$ cat src/pio6_defs.svh
// Offsets, field positions and reset values for the seven-pin port with bus strobes.
// Included by the package user; holds definitions only.
`ifndef PIO6_DEFS_SVH
`define PIO6_DEFS_SVH
`define PIO6_DIR_OFS 12'h0c8
`define PIO6_DATA_OFS 12'h0cc
`define PIO6_CTRL_OFS 12'h0d0
`define PIO6_RST_VAL 8'h80
`define PIO6_RSV_BIT 7
`define PIO6_MODE_SINGLE 3'h7
`define PIO6_MODE_RST 3'h7
`define PIO6_WCE_ALL 8'hff
`define PIO6_WCE_RST 8'hff
`endif

$ cat src/pio6_pkg.sv
// Types shared by the port block.
// Assumes nothing of its surroundings.
package pio6_pkg;
   typedef enum logic [1:0] {pio6_idle, pio6_wresp, pio6_rresp} pio6_bus_e;
   typedef logic [6:0] pio6_pins_t;
endpackage : pio6_pkg

$ cat src/pio6_port.sv
// Seven-pin general port with bus strobe, bus release and wait pin muxing, AXI4-Lite slave.
// Assumes a bus controller supplies strobe levels and pins are resolved outside from enables.
// Notes on behaviour
// RQ1: Store output value per pin, drive outputs.
// RQ2: Read returns pin level where direction 0.
// RQ3: Read returns stored value where direction 1.
// RQ4: Bit seven ignores writes, reads one.
// RQ5: Data resets to 80 on reset, standby.
// RQ6: Software standby keeps data register contents.
// RQ7: Modes 1-6: pins 6..3 are strobes.
// RQ8: Release enable makes pin2 grant, pin1 request.
// RQ9: Pin0 is wait input when selected.
// RQ10: Mode 7: all pins plain general I/O; pin 0 still becomes the wait input when wait is selected.
// RQ11: Direction write-only, reads ones, resets 80.
// RQ12: Bus-function pins take controller level, fixed direction.
`timescale 1ns/10ps
`include "pio6_defs.svh"
module pio6_port
   import pio6_pkg::*;
(
   // Clock and reset.
   input wire logic sys_clk,
   input wire logic rstn,
   // Standby controls.
   input wire logic hw_standby,
   input wire logic sw_standby,
   // AXI4-Lite slave.
   input wire logic [11:0] s_axi_awaddr,
   input wire logic s_axi_awvalid,
   output logic s_axi_awready,
   input wire logic [31:0] s_axi_wdata,
   input wire logic [3:0] s_axi_wstrb,
   input wire logic s_axi_wvalid,
   output logic s_axi_wready,
   output logic [1:0] s_axi_bresp,
   output logic s_axi_bvalid,
   input wire logic s_axi_bready,
   input wire logic [11:0] s_axi_araddr,
   input wire logic s_axi_arvalid,
   output logic s_axi_arready,
   output logic [31:0] s_axi_rdata,
   output logic [1:0] s_axi_rresp,
   output logic s_axi_rvalid,
   input wire logic s_axi_rready,
   // Bus controller side.
   input wire logic low_byte_write_strobe,
   input wire logic high_byte_write_strobe,
   input wire logic read_strobe,
   input wire logic address_strobe,
   input wire logic bus_grant_ack,
   output logic bus_request_in,
   output logic wait_in,
   // Pins.
   input wire logic [6:0] pin_in,
   output logic [6:0] pin_out,
   output logic [6:0] pin_oe
);
   logic [6:0] port_six_output_value;
   logic [6:0] port_six_direction;
   logic [2:0] op_mode;
   logic bus_release_enable;
   logic wait_mode_select_high;
   logic [7:0] wait_state_enable_bits;
   logic [6:0] pin_s1, pin_s2;
   logic [11:0] aw_addr;
   logic aw_held, w_held;
   logic [31:0] w_data;
   logic [3:0] w_strb;
   pio6_bus_e wst;
   logic expanded, wait_sel, do_write;
   logic [6:0] rd_port;

   function automatic logic hit(input logic [11:0] a, input logic [11:0] ofs);
      hit = (a[11:2] == ofs[11:2]);
   endfunction : hit

   // Pins come from another domain, so two stages before any use.
   always_ff @(posedge sys_clk) begin
      if (!rstn) begin
         pin_s1 <= 7'h00;
         pin_s2 <= 7'h00;
      end else begin
         pin_s1 <= pin_in;
         pin_s2 <= pin_s1;
      end
   end

   assign expanded = (op_mode != `PIO6_MODE_SINGLE);
   assign wait_sel = wait_mode_select_high || (wait_state_enable_bits != `PIO6_WCE_ALL); // [RQ9]

   // Write channel: address and data accepted in either order, one response.
   assign s_axi_awready = (wst == pio6_idle) && !aw_held;
   assign s_axi_wready = (wst == pio6_idle) && !w_held;
   assign do_write = (wst == pio6_idle) && aw_held && w_held;
   always_ff @(posedge sys_clk) begin
      if (!rstn) begin
         aw_held <= 1'b0;
         w_held <= 1'b0;
         aw_addr <= 12'h000;
         w_data <= 32'h0000_0000;
         w_strb <= 4'h0;
         wst <= pio6_idle;
         s_axi_bvalid <= 1'b0;
         s_axi_bresp <= 2'h0;
      end else begin
         if (s_axi_awvalid && s_axi_awready) begin
            aw_held <= 1'b1;
            aw_addr <= s_axi_awaddr;
         end
         if (s_axi_wvalid && s_axi_wready) begin
            w_held <= 1'b1;
            w_data <= s_axi_wdata;
            w_strb <= s_axi_wstrb;
         end
         if (do_write) begin
            aw_held <= 1'b0;
            w_held <= 1'b0;
            wst <= pio6_wresp;
            s_axi_bvalid <= 1'b1;
            s_axi_bresp <= (hit(aw_addr, `PIO6_DIR_OFS) || hit(aw_addr, `PIO6_DATA_OFS)
               || hit(aw_addr, `PIO6_CTRL_OFS)) ? 2'h0 : 2'h2;
         end else if (s_axi_bvalid && s_axi_bready) begin
            s_axi_bvalid <= 1'b0;
            wst <= pio6_idle;
         end
      end
   end

   // Hardware standby reinitialises like reset; software standby simply holds.
   always_ff @(posedge sys_clk) begin
      if (!rstn || hw_standby) begin
         port_six_output_value <= 7'(`PIO6_RST_VAL); // [RQ5]
         port_six_direction <= 7'(`PIO6_RST_VAL); // [RQ11]
      end else if (do_write && w_strb[0] && !sw_standby) begin // [RQ6]
         if (hit(aw_addr, `PIO6_DATA_OFS))
            port_six_output_value <= w_data[6:0]; // [RQ1] [RQ4]
         if (hit(aw_addr, `PIO6_DIR_OFS))
            port_six_direction <= w_data[6:0]; // [RQ11]
      end
   end

   // Bus-controller settings; mode is software-set here rather than strapped.
   always_ff @(posedge sys_clk) begin
      if (!rstn) begin
         op_mode <= `PIO6_MODE_RST;
         bus_release_enable <= 1'b0;
         wait_mode_select_high <= 1'b0;
         wait_state_enable_bits <= `PIO6_WCE_RST;
      end else if (do_write && hit(aw_addr, `PIO6_CTRL_OFS)) begin
         if (w_strb[0]) begin
            op_mode <= w_data[2:0];
            bus_release_enable <= w_data[4];
            wait_mode_select_high <= w_data[5];
         end
         if (w_strb[1])
            wait_state_enable_bits <= w_data[15:8];
      end
   end

   // Per-pin read value: pin level for inputs, stored value for outputs.
   assign rd_port = (port_six_direction & port_six_output_value)
      | (~port_six_direction & pin_s2); // [RQ2] [RQ3]

   // Read channel.
   assign s_axi_arready = !s_axi_rvalid;
   always_ff @(posedge sys_clk) begin
      if (!rstn) begin
         s_axi_rvalid <= 1'b0;
         s_axi_rdata <= 32'h0000_0000;
         s_axi_rresp <= 2'h0;
      end else if (s_axi_arvalid && s_axi_arready) begin
         s_axi_rvalid <= 1'b1;
         s_axi_rresp <= 2'h0;
         if (hit(s_axi_araddr, `PIO6_DATA_OFS))
            s_axi_rdata <= {24'h000000, 1'b1, rd_port}; // [RQ4]
         else if (hit(s_axi_araddr, `PIO6_DIR_OFS))
            s_axi_rdata <= 32'h0000_00ff; // [RQ11]
         else if (hit(s_axi_araddr, `PIO6_CTRL_OFS))
            s_axi_rdata <= {16'h0000, wait_state_enable_bits, 2'h0, wait_mode_select_high,
               bus_release_enable, 1'b0, op_mode};
         else begin
            s_axi_rdata <= 32'h0000_0000;
            s_axi_rresp <= 2'h2;
         end
      end else if (s_axi_rvalid && s_axi_rready) begin
         s_axi_rvalid <= 1'b0;
      end
   end

   // Pin muxing. Strobe pins follow the controller level and are always driven.
   always_comb begin
      pin_out = port_six_output_value; // [RQ1] [RQ10]
      pin_oe = port_six_direction;
      if (expanded) begin
         pin_out[6:3] = {low_byte_write_strobe, high_byte_write_strobe, read_strobe,
            address_strobe}; // [RQ7] [RQ12]
         pin_oe[6:3] = 4'hf; // [RQ7]
         if (bus_release_enable) begin
            pin_out[2] = bus_grant_ack; // [RQ8] [RQ12]
            pin_oe[2] = 1'b1;
            pin_out[1] = 1'b0;
            pin_oe[1] = 1'b0; // [RQ8]
         end
      end
      if (wait_sel) begin
         pin_out[0] = 1'b0;
         pin_oe[0] = 1'b0; // [RQ9] [RQ12]
      end
   end

   // Unselected functions read inactive (high) so the controller sees no request.
   assign bus_request_in = (expanded && bus_release_enable) ? pin_s2[1] : 1'b1; // [RQ8]
   assign wait_in = wait_sel ? pin_s2[0] : 1'b1; // [RQ9]

   a_strobe_drive: assert property (@(posedge sys_clk) disable iff (!rstn)
      expanded |-> (pin_oe[6:3] == 4'hf && pin_out[3] == address_strobe)) // [RQ7]
      else $error("strobe pin not driven by controller");
   a_data_rbit: assert property (@(posedge sys_clk) disable iff (!rstn)
      (s_axi_arvalid && s_axi_arready && hit(s_axi_araddr, `PIO6_DATA_OFS))
      |=> s_axi_rdata[7] && s_axi_rdata[6:0] == $past(rd_port)) // [RQ4]
      else $error("data read wrong");
   a_dir_reads: assert property (@(posedge sys_clk) disable iff (!rstn)
      (s_axi_arvalid && s_axi_arready && hit(s_axi_araddr, `PIO6_DIR_OFS))
      |=> s_axi_rdata == 32'h0000_00ff) // [RQ11]
      else $error("direction read not all ones");
   a_in_level: assert property (@(posedge sys_clk) disable iff (!rstn)
      (rd_port & ~port_six_direction) == (pin_s2 & ~port_six_direction)) // [RQ2]
      else $error("input bit not pin level");
   a_out_store: assert property (@(posedge sys_clk) disable iff (!rstn)
      (rd_port & port_six_direction) == (port_six_output_value & port_six_direction)) // [RQ3]
      else $error("output bit not stored value");
   a_hwstb_init: assert property (@(posedge sys_clk) disable iff (!rstn)
      hw_standby |=> port_six_output_value == 7'h00 && port_six_direction == 7'h00) // [RQ5]
      else $error("standby did not reinitialise");
   a_swstb_hold: assert property (@(posedge sys_clk) disable iff (!rstn)
      (sw_standby && !hw_standby) |=> $stable(port_six_output_value)) // [RQ6]
      else $error("software standby changed data");
   a_release_pins: assert property (@(posedge sys_clk) disable iff (!rstn)
      (expanded && bus_release_enable) |-> pin_oe[2] && !pin_oe[1]
      && bus_request_in == pin_s2[1]) // [RQ8]
      else $error("bus release pins wrong");
   a_wait_pin: assert property (@(posedge sys_clk) disable iff (!rstn)
      wait_sel |-> !pin_oe[0] && wait_in == pin_s2[0]) // [RQ9]
      else $error("wait pin wrong");
   a_single_gpio: assert property (@(posedge sys_clk) disable iff (!rstn)
      (!expanded && !wait_sel) |-> pin_oe == port_six_direction
      && pin_out == port_six_output_value) // [RQ10]
      else $error("single-chip pin not plain io");
endmodule : pio6_port

$ cat config.mk
export PLATFORM = sky130hd
export DESIGN_NAME = pio6_port
export DESIGN_NICKNAME = d
export VERILOG_FILES = /design/src/pio6_pkg.sv /design/src/pio6_port.sv
export VERILOG_INCLUDE_DIRS = /design/src
export SDC_FILE = /design/constraint.sdc
export NUM_CORES = 1
export LEC_CHECK = 0
export BUFFER_PORTS_ARGS = -buffer_cell sky130_fd_sc_hd__buf_2
export CAP_MARGIN = 20
export CELL_PAD_IN_SITES_DETAIL_PLACEMENT = 1
export CELL_PAD_IN_SITES_GLOBAL_PLACEMENT = 2
export CORE_ASPECT_RATIO = 1.4
export CORE_MARGIN = 2
export CORE_UTILIZATION = 26
export DETAILED_ROUTE_END_ITERATION = 8
export GPL_TIMING_DRIVEN = 0
export PLACE_DENSITY = 0.88
export SYNTH_ARGS = -nofsm -noshare
export SYNTH_HDL_FRONTEND = slang
export SYNTH_SLANG_ARGS = --single-unit
$ cat constraint.sdc
create_clock -name sys_clk -period 1.45 [get_ports sys_clk]
set_input_delay 0.145 -clock sys_clk [delete_from_list [all_inputs] [get_ports sys_clk]]
set_output_delay 0.145 -clock sys_clk [all_outputs]
set_load 0.02 [all_outputs]
==> metrics.yaml <==
critical_path:
  crit_chain: "nand4_1, nor4b_4, or2_2, buf_2"
  crit_buf_inv: 1
  start_kind: "flop"
  crit_cells: 4
  r2r_cells: 6
  critPathSlowestCell: "dfxtp_2"
  crit_type: "reg2out"
  end_kind: "output pin"
  crit_arrival_ps: 1500
  crit_family: "simple AND/OR/NAND/NOR gates"
  r2r_slack_ps: -40
  slowest_delay_ps: 330
  rr_endpoint: "port_six_direction[1]"
  cp_max_fo: 3
  critPathRequiredTime_ps: 1310
  rr_startpoint: "aw_addr[8]"
synthesis:
  synth-seq-cells: 90
  synth_area_sq_um: 3740
  synth_cell_types: 41
  yosysTopAreaCell: "dfxtp_1"
  ys.flop_type: "dfxtp_1"
  synth.yosys.warnings: 0
  synth_top_cell_area_share_pct: 48.1
  synth.most_common_cell: "dfxtp_1"
  ys_seq_area_share_pct: 48.1
  netlist_top_cells_count: "dfxtp_1, nand2_1, mux2i_1"
  synth_edf_count: 0
  async_flop_share_pct: 0
  synthTopCellsByArea: "dfxtp_1, mux2i_1, nand2_1"
  syn_inst: 392
  postSynthAreaPerCell_sq_um: 9.55
timing:
  setup_viol: 18
  skew_ps: 7.39
  slew_headroom_pct: 58.5
  fin_crit_ps: 1650
  finalMaxSlewViolations: 0
  hold_violations: 0
  finalWorstSetupSlack_ps: -196
  rsz0062_at_grt: "true"
  fmax_ghz: 0.608
  tightest_slew_ps: 622
  final.period_utilization_pct: 114
worst_hold_path:
  hold_end: "pin_s1[4]"
  hold_path.startpoint: "pin_in[4]"
  holdPathStages: 2
  holdCritPathClass: "in2reg"
floorplanning:
  die_w_microns: 105
  pin_count: 138
  row_count: 51
  fp.dieH_microns: 146
  initial_core_util_pct: 26.8
  die_area_sq_um: 15400
  core-area_sq_um: 14000
placement:
  port_buffers: 96
  place_hpwl_mm: 8.30
  place_area_sq_um: 4530
  placed_cells: 690
  gp_congestion: 0.785
global_routing:
  antenna_found_initial: 0
  grt_first_pass_wirelength_mm: 17.3
  grt_pass1_vias: 3344
  grt_max_degree: 19
  grtUsageTotal_pct: 14.5
  grt_overflow_total: 0
outcome:
  violations: "negative setup slack"
  run_status: "finished with violations"
detailed_routing:
  drtIter0Drc: 114
  wire_per_inst_microns: 15.2
  via_per_inst: 4.44
  drc: 0
  vias: 3189
  first_pass_iters: 4
  drtAntennaViolNets: 0
  totalWireLength_mm: 10.9
power_and_ir_drop:
  powerDensity_nw_per_um2: 1100
  leakagePower_nw: 2.43
  max-vdd-ir-drop_uv: 520
clock_tree:
  clk_pin_slew_ps: 60
  max-clock-path-buffers: 2
  cts_tree: "built"
  htreeDepth: 3
  clockRootBuffer: "clkbuf_16"
  cts_sinks: 90
  numCtsBuffers: 9
  worstSkewPairLatency_ps: 340
finish:
  final_area_sq_um: 5220
  syn_to_final_growth_pct: 39.5
  fill_cells: 1617
  diodes: 0
  fin_nets: 610
  layout.cells.non_filler: 719
  layout-drive-gt1-share_pct: 37.1
job:
  maxCapViolCount: 0
-- logic make-up (layout without fill, tap and decap cells) --
group / after synthesis / after routing / synth area share [%]
and+or+nand+nor: 169 / 169 / 23.8
DFF: 90 / 90 / 48.1
AOI/OAI and AO/OA: 58 / 58 / 11.6
muxes: 39 / 39 / 10.6
buffers and inverters: 35 / 160 / 5.75
other: 1 / 18 / 0.100
-- layout make-up --
cell class / count / area [sq um] / share of cell area [%]
plain buffers: 31 / 208 / 3.98
repair buffers: 111 / 712 / 13.6
flip-flops and latches: 90 / 1820 / 34.8
multi-input cells: 284 / 1930 / 36.9
inverters: 2 / 7.51 / 0.144
clock buffers: 10 / 229 / 4.39
well taps: 185 / 231 / 4.43
clock inverters: 6 / 90.1 / 1.73
-- sequential cells by signal (all words and copies together) (netlist names) --
signal / cells
s_axi_rdata: 16
w_data: 15
aw_addr: 10
wait_state_enable_bits: 8
pin_s1: 7
pin_s2: 7
port_six_direction: 7
port_six_output_value: 7
op_mode: 3
w_strb: 2
aw_held: 1
bus_release_enable: 1
s_axi_bresp: 1
s_axi_rresp: 1
s_axi_rvalid: 1
w_held: 1
wait_mode_select_high: 1
wst: 1
-- stage by stage --
stage               hold slack [ps]  total power, mW  utilization, %  TNS (ps)  setup slack [ps]
floorplan                       272             3.03               -      -234             -18.6
global placement                356             3.23            32.4    -10000              -351
detailed placement              359             3.25            32.4    -12280              -412
CTS                            2.91             5.78            36.8     -1530              -224
global route                  0.412             5.95            37.4     -3910              -293
finish                         10.7             5.73            37.4     -1030              -196
-- layer usage --
metal  track usage, %  vias up  wire length, microns
met3             2.64       14                   512
met1             15.4     1512                  4230
met5                0        -                     0
met2             27.4       85                  5970
met4             6.27        0                   241
li1                 -     1578                     -
-- what timing repair did --
action | in CTS | in global routing
gates resized for setup | 54 | 27
buffers inserted | 15 | 0
pin swaps | 12 | 6
hold buffers | 0 | 0
setup endpoints to repair | 63 | 71
endpoints found under the hold margin | 0 | 0
-- report_power, final --
group | leakage, nW | switching [mW] | internal, mW
Sequential | 0.733 | 0.0760 | 2.57
Clock | 0.153 | 1.00 | 1.52
Combinational | 1.55 | 0.326 | 0.240
-- how the worst max path moves through the flow --
stage                                to                 startpoint
6_report                        wait_in  wait_state_enable_bits[5]
5_1_grt                         wait_in  wait_state_enable_bits[5]
4_1_cts                         wait_in  wait_state_enable_bits[5]
3_5_place_dp   port_six_output_value[5]                aw_addr[10]
3_3_place_gp   port_six_output_value[0]                aw_addr[10]
2_1_floorplan  port_six_output_value[0]                aw_addr[10]
-- cells in the final DEF, fill, tap and decap left out, types with 3 or more instances in the layout --
| cell | count |
|---|---|
| a211oi_1 | 3 |
| a21boi_0 | 28 |
| a21oi_1 | 3 |
| a22oi_1 | 8 |
| a31oi_1 | 5 |
| and2_1 | 16 |
| and2_4 | 4 |
| buf_2 | 82 |
| buf_4 | 27 |
| buf_6 | 20 |
| clkbuf_1 | 9 |
| clkbuf_16 | 9 |
| conb_1 | 18 |
| dfxtp_1 | 77 |
| dfxtp_2 | 13 |
| mux2_4 | 5 |
| mux2i_1 | 32 |
| nand2_1 | 73 |
| nand2b_1 | 6 |
| nand3_1 | 4 |
| nand4_1 | 6 |
| nor2_1 | 19 |
| nor2b_1 | 10 |
| nor4b_4 | 3 |
| o21ai_0 | 6 |
| or2_4 | 5 |
Note: power is estimated with default switching activity, not from simulation.
